$ cat src/core/usbc_pkg.sv
// Constants, types and decoders shared by the sample and baud logic
package usbc_pkg;

	// Register byte addresses
	localparam logic [7:0] ADR_CTRL  = 8'h00;
	localparam logic [7:0] ADR_OVR   = 8'h04;
	localparam logic [7:0] ADR_PSR   = 8'h08;
	localparam logic [7:0] ADR_BAUD  = 8'h0c;
	localparam logic [7:0] ADR_MDSL2 = 8'h10;
	localparam logic [7:0] ADR_SPOS  = 8'h14;
	localparam logic [7:0] ADR_STAT  = 8'h18;

	// Reset values
	localparam logic [7:0]  RST_CTRL  = 8'h00;
	localparam logic [7:0]  RST_OVR   = 8'h00;
	localparam logic [7:0]  RST_PSR   = 8'h00;
	localparam logic [15:0] RST_BAUD  = 16'h0000;
	localparam logic [7:0]  RST_MDSL2 = 8'h00;
	localparam logic [7:0]  RST_SPOS  = 8'h06;

	// Field positions
	localparam int CTRL_SYNC_BIT = 0;
	localparam int CTRL_CKS_BIT  = 1;
	localparam int MDSL2_SMD_BIT = 0;
	localparam int STAT_BIT_BIT  = 0;
	localparam int STAT_PIN_BIT  = 1;
	localparam int STAT_SYNC_BIT = 2;

	// Oversample decode
	localparam logic [3:0] OVS_MIN_CODE = 4'h7;
	localparam logic [4:0] OVS_DEFAULT  = 5'h10;
	// Prescaler code plus this is the factor in half steps
	localparam logic [5:0] PSR_HALF_BASE = 6'h02;
	// Accumulator step per clock, in half cycles
	localparam logic [23:0] ACC_STEP = 24'h000002;

	typedef enum logic [2:0] {
		USBC_ASYNC    = 3'b001,
		USBC_SYNC_INT = 3'b010,
		USBC_SYNC_EXT = 3'b100
	} usbc_mode_t;

	// Oversample rate from the 4-bit rate code
	function automatic logic [4:0] usbc_rate(input logic [3:0] code);
		usbc_rate = (code < OVS_MIN_CODE) ? OVS_DEFAULT : {1'b0, code};
	endfunction

	// Automatic first sample period for a rate of 7 to 16
	function automatic logic [3:0] usbc_auto_pos(input logic [4:0] rate);
		logic [4:0] t;
		t = (rate - 5'h03) >> 1;
		usbc_auto_pos = t[3:0];
	endfunction

endpackage

$ cat src/core/usbc_baud_gen.sv
// Fractional baud tick generator, half-step prescaler resolution
module usbc_baud_gen
	import usbc_pkg::*;
(
	// Clock and reset
	input  wire logic        core_clk,
	input  wire logic        reset_n,
	// Settings
	input  wire logic [15:0] divisor,
	input  wire logic [4:0]  presc_code,
	// Tick at clock / (N * P)
	output logic             tick_q
);
	import usbc_pkg::*;

	logic [23:0] acc_q;
	logic [23:0] acc_d;
	logic        tick_d;
	logic [23:0] target;
	logic [23:0] sum;

	// Period in half cycles is 2P * (divisor + 1)
	assign target = 24'({1'b0, presc_code} + PSR_HALF_BASE)
		* 24'({1'b0, divisor} + 17'h00001);
	assign sum = acc_q + ACC_STEP;

	always_comb begin
		if (acc_q >= target) begin
			// Period shrank under a stale count: restart, no tick burst
			acc_d  = 24'h000000;
			tick_d = 1'b1;
		end else if (sum >= target) begin
			acc_d  = sum - target;
			tick_d = 1'b1;
		end else begin
			acc_d  = sum;
			tick_d = 1'b0;
		end
	end

	always_ff @(posedge core_clk or negedge reset_n) begin
		if (!reset_n) begin
			acc_q  <= 24'h000000;
			tick_q <= 1'b0;
		end else begin
			acc_q  <= acc_d;
			tick_q <= tick_d;
		end
	end

	// Gap between ticks, checked while settings hold
	logic [23:0] gap_q;
	logic        gap_ok_q;
	logic [23:0] tgt_q;
	always_ff @(posedge core_clk or negedge reset_n) begin
		if (!reset_n) begin
			gap_q    <= 24'h000000;
			gap_ok_q <= 1'b0;
			tgt_q    <= 24'h000000;
		end else begin
			tgt_q    <= target;
			gap_q    <= tick_q ? 24'h000001 : gap_q + 24'h000001;
			gap_ok_q <= (target != tgt_q) ? 1'b0 : (tick_q | gap_ok_q);
		end
	end

	property p_tick_gap;
		@(posedge core_clk) disable iff (!reset_n)
		(tick_q && gap_ok_q && target == tgt_q)
			|-> (gap_q * 2 + 1 >= target) && (gap_q * 2 <= target + 1);
	endproperty
	a_tick_gap: assert property (p_tick_gap)
		else $error("baud tick spacing off");

	c_half_step: cover property (@(posedge core_clk) disable iff (!reset_n)
		tick_q && gap_ok_q && target[0]);
endmodule

$ cat src/core/usbc_sampler.sv
// Oversample counter, three-point sampling and majority vote
module usbc_sampler
	import usbc_pkg::*;
(
	// Clock and reset
	input  wire logic       core_clk,
	input  wire logic       reset_n,
	// Timing
	input  wire logic       os_tick,
	input  wire logic       restart,
	input  wire logic [4:0] rate,
	input  wire logic [3:0] start_pos,
	// Serial data
	input  wire logic       rx_in,
	// Result
	output logic            bit_done_q,
	output logic            bit_value_q
);
	import usbc_pkg::*;

	logic [4:0] idx_q;
	logic [4:0] idx_d;
	logic [2:0] smp_q;
	logic [2:0] smp_d;
	logic       bit_done_d;
	logic       bit_value_d;
	logic       wrap;
	logic       vote;

	assign wrap = (idx_q >= rate - 5'h01);
	assign vote = (smp_d[0] & smp_d[1]) | (smp_d[0] & smp_d[2])
		| (smp_d[1] & smp_d[2]);

	// One capture point per sample, consecutive periods
	genvar k;
	generate
		for (k = 0; k < 3; k++) begin : g_smp
			always_comb begin
				if (restart)
					smp_d[k] = 1'b0;
				else if (os_tick && idx_q == {1'b0, start_pos} + 5'(k))
					smp_d[k] = rx_in;
				else
					smp_d[k] = smp_q[k];
			end
		end
	endgenerate

	always_comb begin
		idx_d       = idx_q;
		bit_done_d  = 1'b0;
		bit_value_d = bit_value_q;
		if (restart) begin
			idx_d = 5'h00;
		end else if (os_tick) begin
			if (wrap) begin
				idx_d       = 5'h00;
				bit_done_d  = 1'b1;
				bit_value_d = vote;
			end else begin
				idx_d = idx_q + 5'h01;
			end
		end
	end

	always_ff @(posedge core_clk or negedge reset_n) begin
		if (!reset_n) begin
			idx_q       <= 5'h00;
			smp_q       <= 3'b000;
			bit_done_q  <= 1'b0;
			bit_value_q <= 1'b0;
		end else begin
			idx_q       <= idx_d;
			smp_q       <= smp_d;
			bit_done_q  <= bit_done_d;
			bit_value_q <= bit_value_d;
		end
	end

	property p_idx_range;
		@(posedge core_clk) disable iff (!reset_n)
		$past(os_tick) && !$past(restart) && $stable(rate) |-> idx_q < rate;
	endproperty
	a_idx_range: assert property (p_idx_range)
		else $error("oversample index out of range");

	property p_first_sample;
		@(posedge core_clk) disable iff (!reset_n)
		(os_tick && !restart && idx_q == {1'b0, start_pos})
			|=> smp_q[0] == $past(rx_in);
	endproperty
	a_first_sample: assert property (p_first_sample)
		else $error("first sample not taken at start position");

	property p_vote;
		@(posedge core_clk) disable iff (!reset_n)
		bit_done_q |-> bit_value_q == ((smp_q[0] & smp_q[1])
			| (smp_q[0] & smp_q[2]) | (smp_q[1] & smp_q[2]));
	endproperty
	a_vote: assert property (p_vote)
		else $error("bit value is not the majority of samples");
endmodule

$ cat src/core/usbc_top.sv
// Sample position and baud generation block with Wishbone registers
module usbc_top
	import usbc_pkg::*;
#(
	parameter bit FIRST_INSTANCE = 1'b1
)
(
	// Clock and reset
	input  wire logic        core_clk,
	input  wire logic        reset_n,
	// Wishbone slave
	input  wire logic [7:0]  wb_adr_i,
	input  wire logic [31:0] wb_dat_i,
	input  wire logic [3:0]  wb_sel_i,
	input  wire logic        wb_we_i,
	input  wire logic        wb_cyc_i,
	input  wire logic        wb_stb_i,
	output logic [31:0]      wb_dat_o,
	output logic             wb_ack_o,
	// Serial receive data and bit timing
	input  wire logic        rx_in,
	input  wire logic        rx_restart,
	output logic             rx_bit_done,
	output logic             rx_bit_value,
	// Synchronous clock pin
	input  wire logic        sync_clock_pin_i,
	output logic             sync_clock_pin_o,
	output logic             sync_clock_pin_oe_n,
	output logic             sync_bit_strobe
);
	import usbc_pkg::*;

	// Register state
	logic [7:0]  ctrl_q;
	logic [7:0]  ctrl_d;
	logic [7:0]  oversample_rate_reg_q;
	logic [7:0]  oversample_rate_reg_d;
	logic [7:0]  prescaler_reg_q;
	logic [7:0]  prescaler_reg_d;
	logic [15:0] baud_divisor_reg_q;
	logic [15:0] baud_divisor_reg_d;
	logic [7:0]  mode_select_two_reg_q;
	logic [7:0]  mode_select_two_reg_d;
	logic [7:0]  sample_position_reg_q;
	logic [7:0]  sample_position_reg_d;
	logic        ack_d;
	logic [31:0] dat_d;

	// Pin state
	logic        pin_out_q;
	logic        pin_out_d;
	logic        pin_oe_n_q;
	logic        pin_oe_n_d;
	logic        pin_prev_q;
	logic        strobe_q;
	logic        strobe_d;

	logic        req;
	logic        wr;
	logic        os_tick;
	logic [4:0]  rate;
	logic [3:0]  start_pos;
	logic        sample_mode_select;
	logic [3:0]  sample_start_index;
	logic        bit_done;
	logic        bit_value;
	usbc_mode_t  mode;

	assign req = wb_cyc_i & wb_stb_i & ~wb_ack_o;
	assign wr  = req & wb_we_i;

	assign rate = usbc_rate(oversample_rate_reg_q[3:0]);
	assign sample_mode_select = mode_select_two_reg_q[MDSL2_SMD_BIT];
	assign sample_start_index = sample_position_reg_q[3:0];

	// Manual position only while the mode bit is set
	assign start_pos = sample_mode_select ? sample_start_index
		: usbc_auto_pos(rate);

	always_comb begin
		if (!ctrl_q[CTRL_SYNC_BIT])
			mode = USBC_ASYNC;
		else if (ctrl_q[CTRL_CKS_BIT])
			mode = USBC_SYNC_EXT;
		else
			mode = USBC_SYNC_INT;
	end

	// Register writes
	always_comb begin
		ctrl_d                = ctrl_q;
		oversample_rate_reg_d = oversample_rate_reg_q;
		prescaler_reg_d       = prescaler_reg_q;
		baud_divisor_reg_d    = baud_divisor_reg_q;
		mode_select_two_reg_d = mode_select_two_reg_q;
		sample_position_reg_d = sample_position_reg_q;
		if (wr && wb_sel_i[0]) begin
			case (wb_adr_i)
				ADR_CTRL: begin
					// Sync bits exist only on the first instance
					ctrl_d = FIRST_INSTANCE ? {6'h00, wb_dat_i[1:0]}
						: 8'h00;
				end
				ADR_OVR:   oversample_rate_reg_d = {4'h0, wb_dat_i[3:0]};
				ADR_PSR:   prescaler_reg_d = {3'h0, wb_dat_i[4:0]};
				ADR_BAUD:  baud_divisor_reg_d[7:0] = wb_dat_i[7:0];
				ADR_MDSL2: mode_select_two_reg_d = {7'h00, wb_dat_i[0]};
				ADR_SPOS:  sample_position_reg_d = {4'h0, wb_dat_i[3:0]};
				default:   ;
			endcase
		end
		if (wr && wb_sel_i[1] && wb_adr_i == ADR_BAUD)
			baud_divisor_reg_d[15:8] = wb_dat_i[15:8];
	end

	// Read mux, unmapped addresses read zero
	always_comb begin
		dat_d = 32'h00000000;
		ack_d = req;
		if (req && !wb_we_i) begin
			case (wb_adr_i)
				ADR_CTRL:  dat_d = {24'h000000, ctrl_q};
				ADR_OVR:   dat_d = {24'h000000, oversample_rate_reg_q};
				ADR_PSR:   dat_d = {24'h000000, prescaler_reg_q};
				ADR_BAUD:  dat_d = {16'h0000, baud_divisor_reg_q};
				ADR_MDSL2: dat_d = {24'h000000, mode_select_two_reg_q};
				ADR_SPOS:  dat_d = {24'h000000, sample_position_reg_q};
				ADR_STAT: begin
					dat_d[STAT_BIT_BIT]  = bit_value;
					dat_d[STAT_PIN_BIT]  = sync_clock_pin_i;
					dat_d[STAT_SYNC_BIT] = ctrl_q[CTRL_SYNC_BIT];
				end
				default:   dat_d = 32'h00000000;
			endcase
		end
	end

	always_ff @(posedge core_clk or negedge reset_n) begin
		if (!reset_n) begin
			ctrl_q                <= RST_CTRL;
			oversample_rate_reg_q <= RST_OVR;
			prescaler_reg_q       <= RST_PSR;
			baud_divisor_reg_q    <= RST_BAUD;
			mode_select_two_reg_q <= RST_MDSL2;
			sample_position_reg_q <= RST_SPOS;
			wb_ack_o              <= 1'b0;
			wb_dat_o              <= 32'h00000000;
		end else begin
			ctrl_q                <= ctrl_d;
			oversample_rate_reg_q <= oversample_rate_reg_d;
			prescaler_reg_q       <= prescaler_reg_d;
			baud_divisor_reg_q    <= baud_divisor_reg_d;
			mode_select_two_reg_q <= mode_select_two_reg_d;
			sample_position_reg_q <= sample_position_reg_d;
			wb_ack_o              <= ack_d;
			wb_dat_o              <= dat_d;
		end
	end

	usbc_baud_gen u_baud (
		.core_clk   (core_clk),
		.reset_n    (reset_n),
		.divisor    (baud_divisor_reg_q),
		.presc_code (prescaler_reg_q[4:0]),
		.tick_q     (os_tick)
	);

	usbc_sampler u_smp (
		.core_clk    (core_clk),
		.reset_n     (reset_n),
		.os_tick     (os_tick && mode == USBC_ASYNC),
		.restart     (rx_restart),
		.rate        (rate),
		.start_pos   (start_pos),
		.rx_in       (rx_in),
		.bit_done_q  (bit_done),
		.bit_value_q (bit_value)
	);

	assign rx_bit_done  = bit_done;
	assign rx_bit_value = bit_value;

	// Clock pin and synchronous bit strobe
	always_comb begin
		pin_out_d  = 1'b0;
		pin_oe_n_d = 1'b1;
		strobe_d   = 1'b0;
		case (mode)
			USBC_SYNC_INT: begin
				// Toggle per tick gives clock / (2 N P)
				pin_out_d  = os_tick ? ~pin_out_q : pin_out_q;
				pin_oe_n_d = 1'b0;
				strobe_d   = os_tick & ~pin_out_q;
			end
			USBC_SYNC_EXT: begin
				strobe_d = sync_clock_pin_i & ~pin_prev_q;
			end
			USBC_ASYNC: ;
			default: ;
		endcase
	end

	always_ff @(posedge core_clk or negedge reset_n) begin
		if (!reset_n) begin
			pin_out_q  <= 1'b0;
			pin_oe_n_q <= 1'b1;
			pin_prev_q <= 1'b0;
			strobe_q   <= 1'b0;
		end else begin
			pin_out_q  <= pin_out_d;
			pin_oe_n_q <= pin_oe_n_d;
			pin_prev_q <= sync_clock_pin_i;
			strobe_q   <= strobe_d;
		end
	end

	assign sync_clock_pin_o    = pin_out_q;
	assign sync_clock_pin_oe_n = pin_oe_n_q;
	assign sync_bit_strobe     = strobe_q;

	property p_manual_pos;
		@(posedge core_clk) disable iff (!reset_n)
		sample_mode_select |-> start_pos == sample_position_reg_q[3:0];
	endproperty
	a_manual_pos: assert property (p_manual_pos)
		else $error("manual start position not used");

	property p_auto_pos;
		@(posedge core_clk) disable iff (!reset_n)
		!sample_mode_select && rate == 5'h10 |-> start_pos == 4'h6;
	endproperty
	a_auto_pos: assert property (p_auto_pos)
		else $error("automatic position wrong at rate sixteen");

	property p_rate_default;
		@(posedge core_clk) disable iff (!reset_n)
		oversample_rate_reg_q[3:0] < 4'h7 |-> rate == 5'h10;
	endproperty
	a_rate_default: assert property (p_rate_default)
		else $error("low rate code did not select sixteen");

	property p_spos_rsvd;
		@(posedge core_clk) disable iff (!reset_n)
		req && !wb_we_i && wb_adr_i == ADR_SPOS |=> wb_dat_o[31:4] == 28'h0;
	endproperty
	a_spos_rsvd: assert property (p_spos_rsvd)
		else $error("sample position reserved bits not zero");

	property p_sync_first;
		@(posedge core_clk) disable iff (!reset_n)
		!FIRST_INSTANCE |-> mode == USBC_ASYNC;
	endproperty
	a_sync_first: assert property (p_sync_first)
		else $error("sync mode on a later instance");

	property p_pin_drive;
		@(posedge core_clk) disable iff (!reset_n)
		mode == USBC_SYNC_INT |=> !sync_clock_pin_oe_n;
	endproperty
	a_pin_drive: assert property (p_pin_drive)
		else $error("clock pin not driven in internal sync mode");

	property p_ext_edge;
		@(posedge core_clk) disable iff (!reset_n)
		mode == USBC_SYNC_EXT && sync_clock_pin_i && !pin_prev_q
			|=> sync_bit_strobe && sync_clock_pin_oe_n;
	endproperty
	a_ext_edge: assert property (p_ext_edge)
		else $error("external clock edge missed");

	property p_toggle_tick;
		@(posedge core_clk) disable iff (!reset_n)
		$past(mode == USBC_SYNC_INT) && $changed(pin_out_q) |-> $past(os_tick);
	endproperty
	a_toggle_tick: assert property (p_toggle_tick)
		else $error("clock pin toggled without a tick");

	property p_ack_pulse;
		@(posedge core_clk) disable iff (!reset_n)
		wb_ack_o |=> !wb_ack_o;
	endproperty
	a_ack_pulse: assert property (p_ack_pulse)
		else $error("ack held longer than one cycle");

	property p_auto_low;
		@(posedge core_clk) disable iff (!reset_n)
		!sample_mode_select && rate == 5'h07 |-> start_pos == 4'h2;
	endproperty
	a_auto_low: assert property (p_auto_low)
		else $error("automatic position wrong at rate seven");

	property p_async_quiet;
		@(posedge core_clk) disable iff (!reset_n)
		mode == USBC_ASYNC |=> sync_clock_pin_oe_n && !sync_bit_strobe;
	endproperty
	a_async_quiet: assert property (p_async_quiet)
		else $error("clock pin active in asynchronous mode");

	c_manual: cover property (@(posedge core_clk) disable iff (!reset_n)
		sample_mode_select && rx_bit_done);
	c_auto: cover property (@(posedge core_clk) disable iff (!reset_n)
		!sample_mode_select && rx_bit_done);
	c_sync_int: cover property (@(posedge core_clk) disable iff (!reset_n)
		mode == USBC_SYNC_INT && sync_bit_strobe);
	c_sync_ext: cover property (@(posedge core_clk) disable iff (!reset_n)
		mode == USBC_SYNC_EXT && sync_bit_strobe);
endmodule

$ cat config.mk
export PLATFORM = sky130hd
export DESIGN_NAME = usbc_top
export DESIGN_NICKNAME = d
export VERILOG_FILES = /design/src/core/usbc_pkg.sv /design/src/core/usbc_baud_gen.sv /design/src/core/usbc_sampler.sv /design/src/core/usbc_top.sv
export SDC_FILE = /design/constraint.sdc
export NUM_CORES = 1
export LEC_CHECK = 0
export ABC_AREA = 0
export BUFFER_PORTS_ARGS = -buffer_cell sky130_fd_sc_hd__buf_2
export CAP_MARGIN = 40
export CORE_MARGIN = 4
export CORE_UTILIZATION = 50
export CTS_BUF_LIST = sky130_fd_sc_hd__clkbuf_2 sky130_fd_sc_hd__clkbuf_4 sky130_fd_sc_hd__clkbuf_8
export DETAILED_ROUTE_END_ITERATION = 8
export PLACE_DENSITY = 0.72
export RECOVER_POWER = 100
export SLEW_MARGIN = 20
export SYNTH_ARGS = -nofsm -noshare
export SYNTH_HDL_FRONTEND = slang
export SYNTH_SLANG_ARGS = --single-unit
export TNS_END_PERCENT = 10
$ cat constraint.sdc
create_clock -name core_clk -period 9.15 [get_ports core_clk]
set_input_delay 1.83 -clock core_clk [delete_from_list [all_inputs] [get_ports core_clk]]
set_output_delay 1.83 -clock core_clk [all_outputs]
set_load 0.02 [all_outputs]
==> metrics <==
post-CTS setup buffers 0; buffers added on ports 55; RSZ-0062 raised after global routing no; Root Driver clkbuf_8; reg2reg path depth 31; Power Dens Cells 161 nW/um^2; first-pass GRT wire length 37.8 mm; GRT Util Overall 20.7%; Clock Power Share between 10% and 20%; Initial DRC Count around 310; crit-path max cell delay approximately 0.53 ns; placed cell areas 10,300 um^2; WS Path Type reg2reg; router iterations before antenna repair 5; Seq/Total Area, Yosys about 23%; Worst-Margin Slew 2.68 ns; CP top delay family adder cells; Slew headroom -78.9%; GP Congestion 0.853; most common cell in the netlist inv_1; Routed wire per std cell approximately 15 um; Logic pwr share roughly 55%; most used flip-flop cell after synthesis dfrtp_1; top cells by count, synth inv_1, nor2_1, ha_1; final worst path period need ~8 ns; multi-input logic area 6970 um^2; post-synthesis cell area 9800 um^2; Sink Count 88; switching share of power 44.6%; Cells after Synth 1,125; io pins 90; Total Nets Final 1,378; clock buffer depth 2; Max VDD drop 0.121 mV; Lkg Pwr around 5.0 nW; Ant. Diodes 0; fin crit share 90.0%; H-tree levels 3; share of the synthesized area in the top cell type 21.7%; Syn Area/Cell 8.71 um^2; die span in y between 100 and 150 um; critical path endpoint category flop; fill cell count around 1.7k; Fin. Hold Viols 0; # resized after CTS 0; crit path DAT 8.49 ns; Area Growth Syn to Fin 6.58%; via total after detailed routing 7,811; Post-synth ARST share 100%; worst-skew pair later-pin latency ~0.4 ns; element type at the critical path start flop; Avg Vias per Cell 5.44; Critical R2R Launch baud_divisor_reg_q[2]; largest area contributor in the netlist dfrtp_1; Worst EP required 9.41 ns; #FFs+latches synth 88; Pins Over Slew Limit 91; initial antenna violation count 0; # DRC 0; CP Max Fanout 23; WHS Path Cells 1; Post-synth EDFFs 0; final setup vio count 0; failing checks capacitance limit, slew limit; Switch Pwr 0.749 mW; setup TNS 0 ns; fraction of layout cells with a size suffix above 1 9.26%; total gr overflow 0; worst hold endpoint wb_ack_o; synth top area cells dfrtp_1, fa_1, ha_1; Detailed Route WL between 20 and 25 mm; die extent in x about 150 um; CP Buf/Inv Count 3; Max Freq around 0.12 GHz; vias in the first global route between 7k and 8k; Core Area 19,000 um^2; outcome finished with violations; pin count of the biggest net entering global routing 53; sequential power share 28.3%; die footprint 21,900 um^2; Power Internal slightly above 0.9 mW; Routed Antenna Nets 0; CTS clock-pin slew for the worst setup and hold paths 0.11 ns; worst r2r dst u_baud.tick_q; dpl hpwl 17.5 mm; Slowest-stage cell, CP fa_1; CTS tree done; FP Rows 50; Hold Startpoint wb_ack_o; Initial Util 51.7%; Num CTS Buffers 9; worst reg2reg setup slack 0.92 ns; Clock Skews around 0.022 ns; Unique masters post-synth 75; final hold slack 0.504 ns; total of max-cap violations 2; Synthesis Warnings 0; final instance area between 10,000 and 15,000 um^2; hold bufs inserted after CTS 0; register area 2210 um^2; Worst Hold Class reg2reg
==> worst max path at each step <==
stage | from | to | cells past startpoint
3_5_place_dp | baud_divisor_reg_q[1] | u_baud.acc_q[7] | 29
2_1_floorplan | baud_divisor_reg_q[2] | u_baud.acc_q[10] | 30
5_1_grt | baud_divisor_reg_q[2] | u_baud.acc_q[0] | 29
6_report | baud_divisor_reg_q[2] | u_baud.tick_q | 31
4_1_cts | baud_divisor_reg_q[1] | u_baud.acc_q[11] | 29
3_3_place_gp | baud_divisor_reg_q[2] | u_baud.acc_q[11] | 30
==> kinds of logic after synthesis <==
kind of cell,Yosys count,synth area share (%)
fa+ha+maj,157,24.8
flops,88,22.5
buf+inv,157,6.69
compound gates,196,13.7
mux,40,4.55
simple gates,404,20.3
other cells,1,0.0383
xor+xnor,82,7.41
==> registers in the layout, summed over array words and instances, names as in the netlist, 2 cells and up <==
signal and cells:
sample_position_reg_q 4, ctrl_q 2, u_baud.acc_q 24, u_smp.idx_q 5, prescaler_reg_q 5, wb_dat_o 16, oversample_rate_reg_q 4, baud_divisor_reg_q 16
u_smp.smp_q 3
==> metal layers <==
layer / vias up / part of all wire [%] / GRT usage [%]
met5: - / 0 / 0
met4: 0 / 1.9 / 5.31
met3: 26 / 3.5 / 3.13
met2: 126 / 48 / 34.9
met1: 3762 / 47 / 28.0
li1: 3897 / - / -
==> per-stage QoR <==
stage,worst slack [ns],utilization [%],total power [mW],std cells
floorplan,2.25,-,1.20,1140
global placement,1.25,54.3,1.38,1420
detailed placement,1.10,54.4,1.40,1420
CTS,1.10,55.4,1.69,1436
global route,0.327,55.1,1.83,1437
finish,0.919,55.1,1.68,1437
==> layout by cell type, fill, tap and decap left out, types with 29 or more instances in the layout <==
cell and count:
o21ai_0 38, inv_1 113, a21oi_1 55, dfrtp_1 85, nand3_1 29, nand2_1 90, nor2_1 110, xor2_1 32
nor2b_1 40, ha_1 91, fa_1 63, xnor2_1 49, buf_2 30, mux2_2 31
==> power by group through the flow <==
| stage | logic, mW | registers (mW) | clock network [mW] |
|---|---|---|---|
| 2_1_floorplan | 0.728 | 0.469 | 0 |
| 5_1_grt | 1.03 | 0.482 | 0.312 |
| 3_5_place_dp | 0.917 | 0.483 | 0 |
| 6_report | 0.921 | 0.475 | 0.284 |
| 4_1_cts | 0.924 | 0.475 | 0.294 |
| 3_3_place_gp | 0.899 | 0.482 | 0 |
==> worst reg2reg max path, delay by kind of cell, from the launching register on <==
family / cells / cell delay (ns)
AOI/OAI and AO/OA: 7 / 1.45
adders and majority gates: 6 / 2.53
and+or+nand+nor: 13 / 2.29
xor gates and xnor gates: 2 / 0.75
DFF: 1 / 0.50
buffers and inverters: 3 / 0.55
==> final cells by class <==
cell class                 count  share of cell area, %
tap                          260                   3.12
multi-input combinational    895                   66.8
sequential                    88                   21.1
clock inverter                 7                  0.695
inverter                     114                   4.10
clock buffer                   9                   1.19
timing repair buffer          64                   3.01
(Power assumes the default switching activity.)
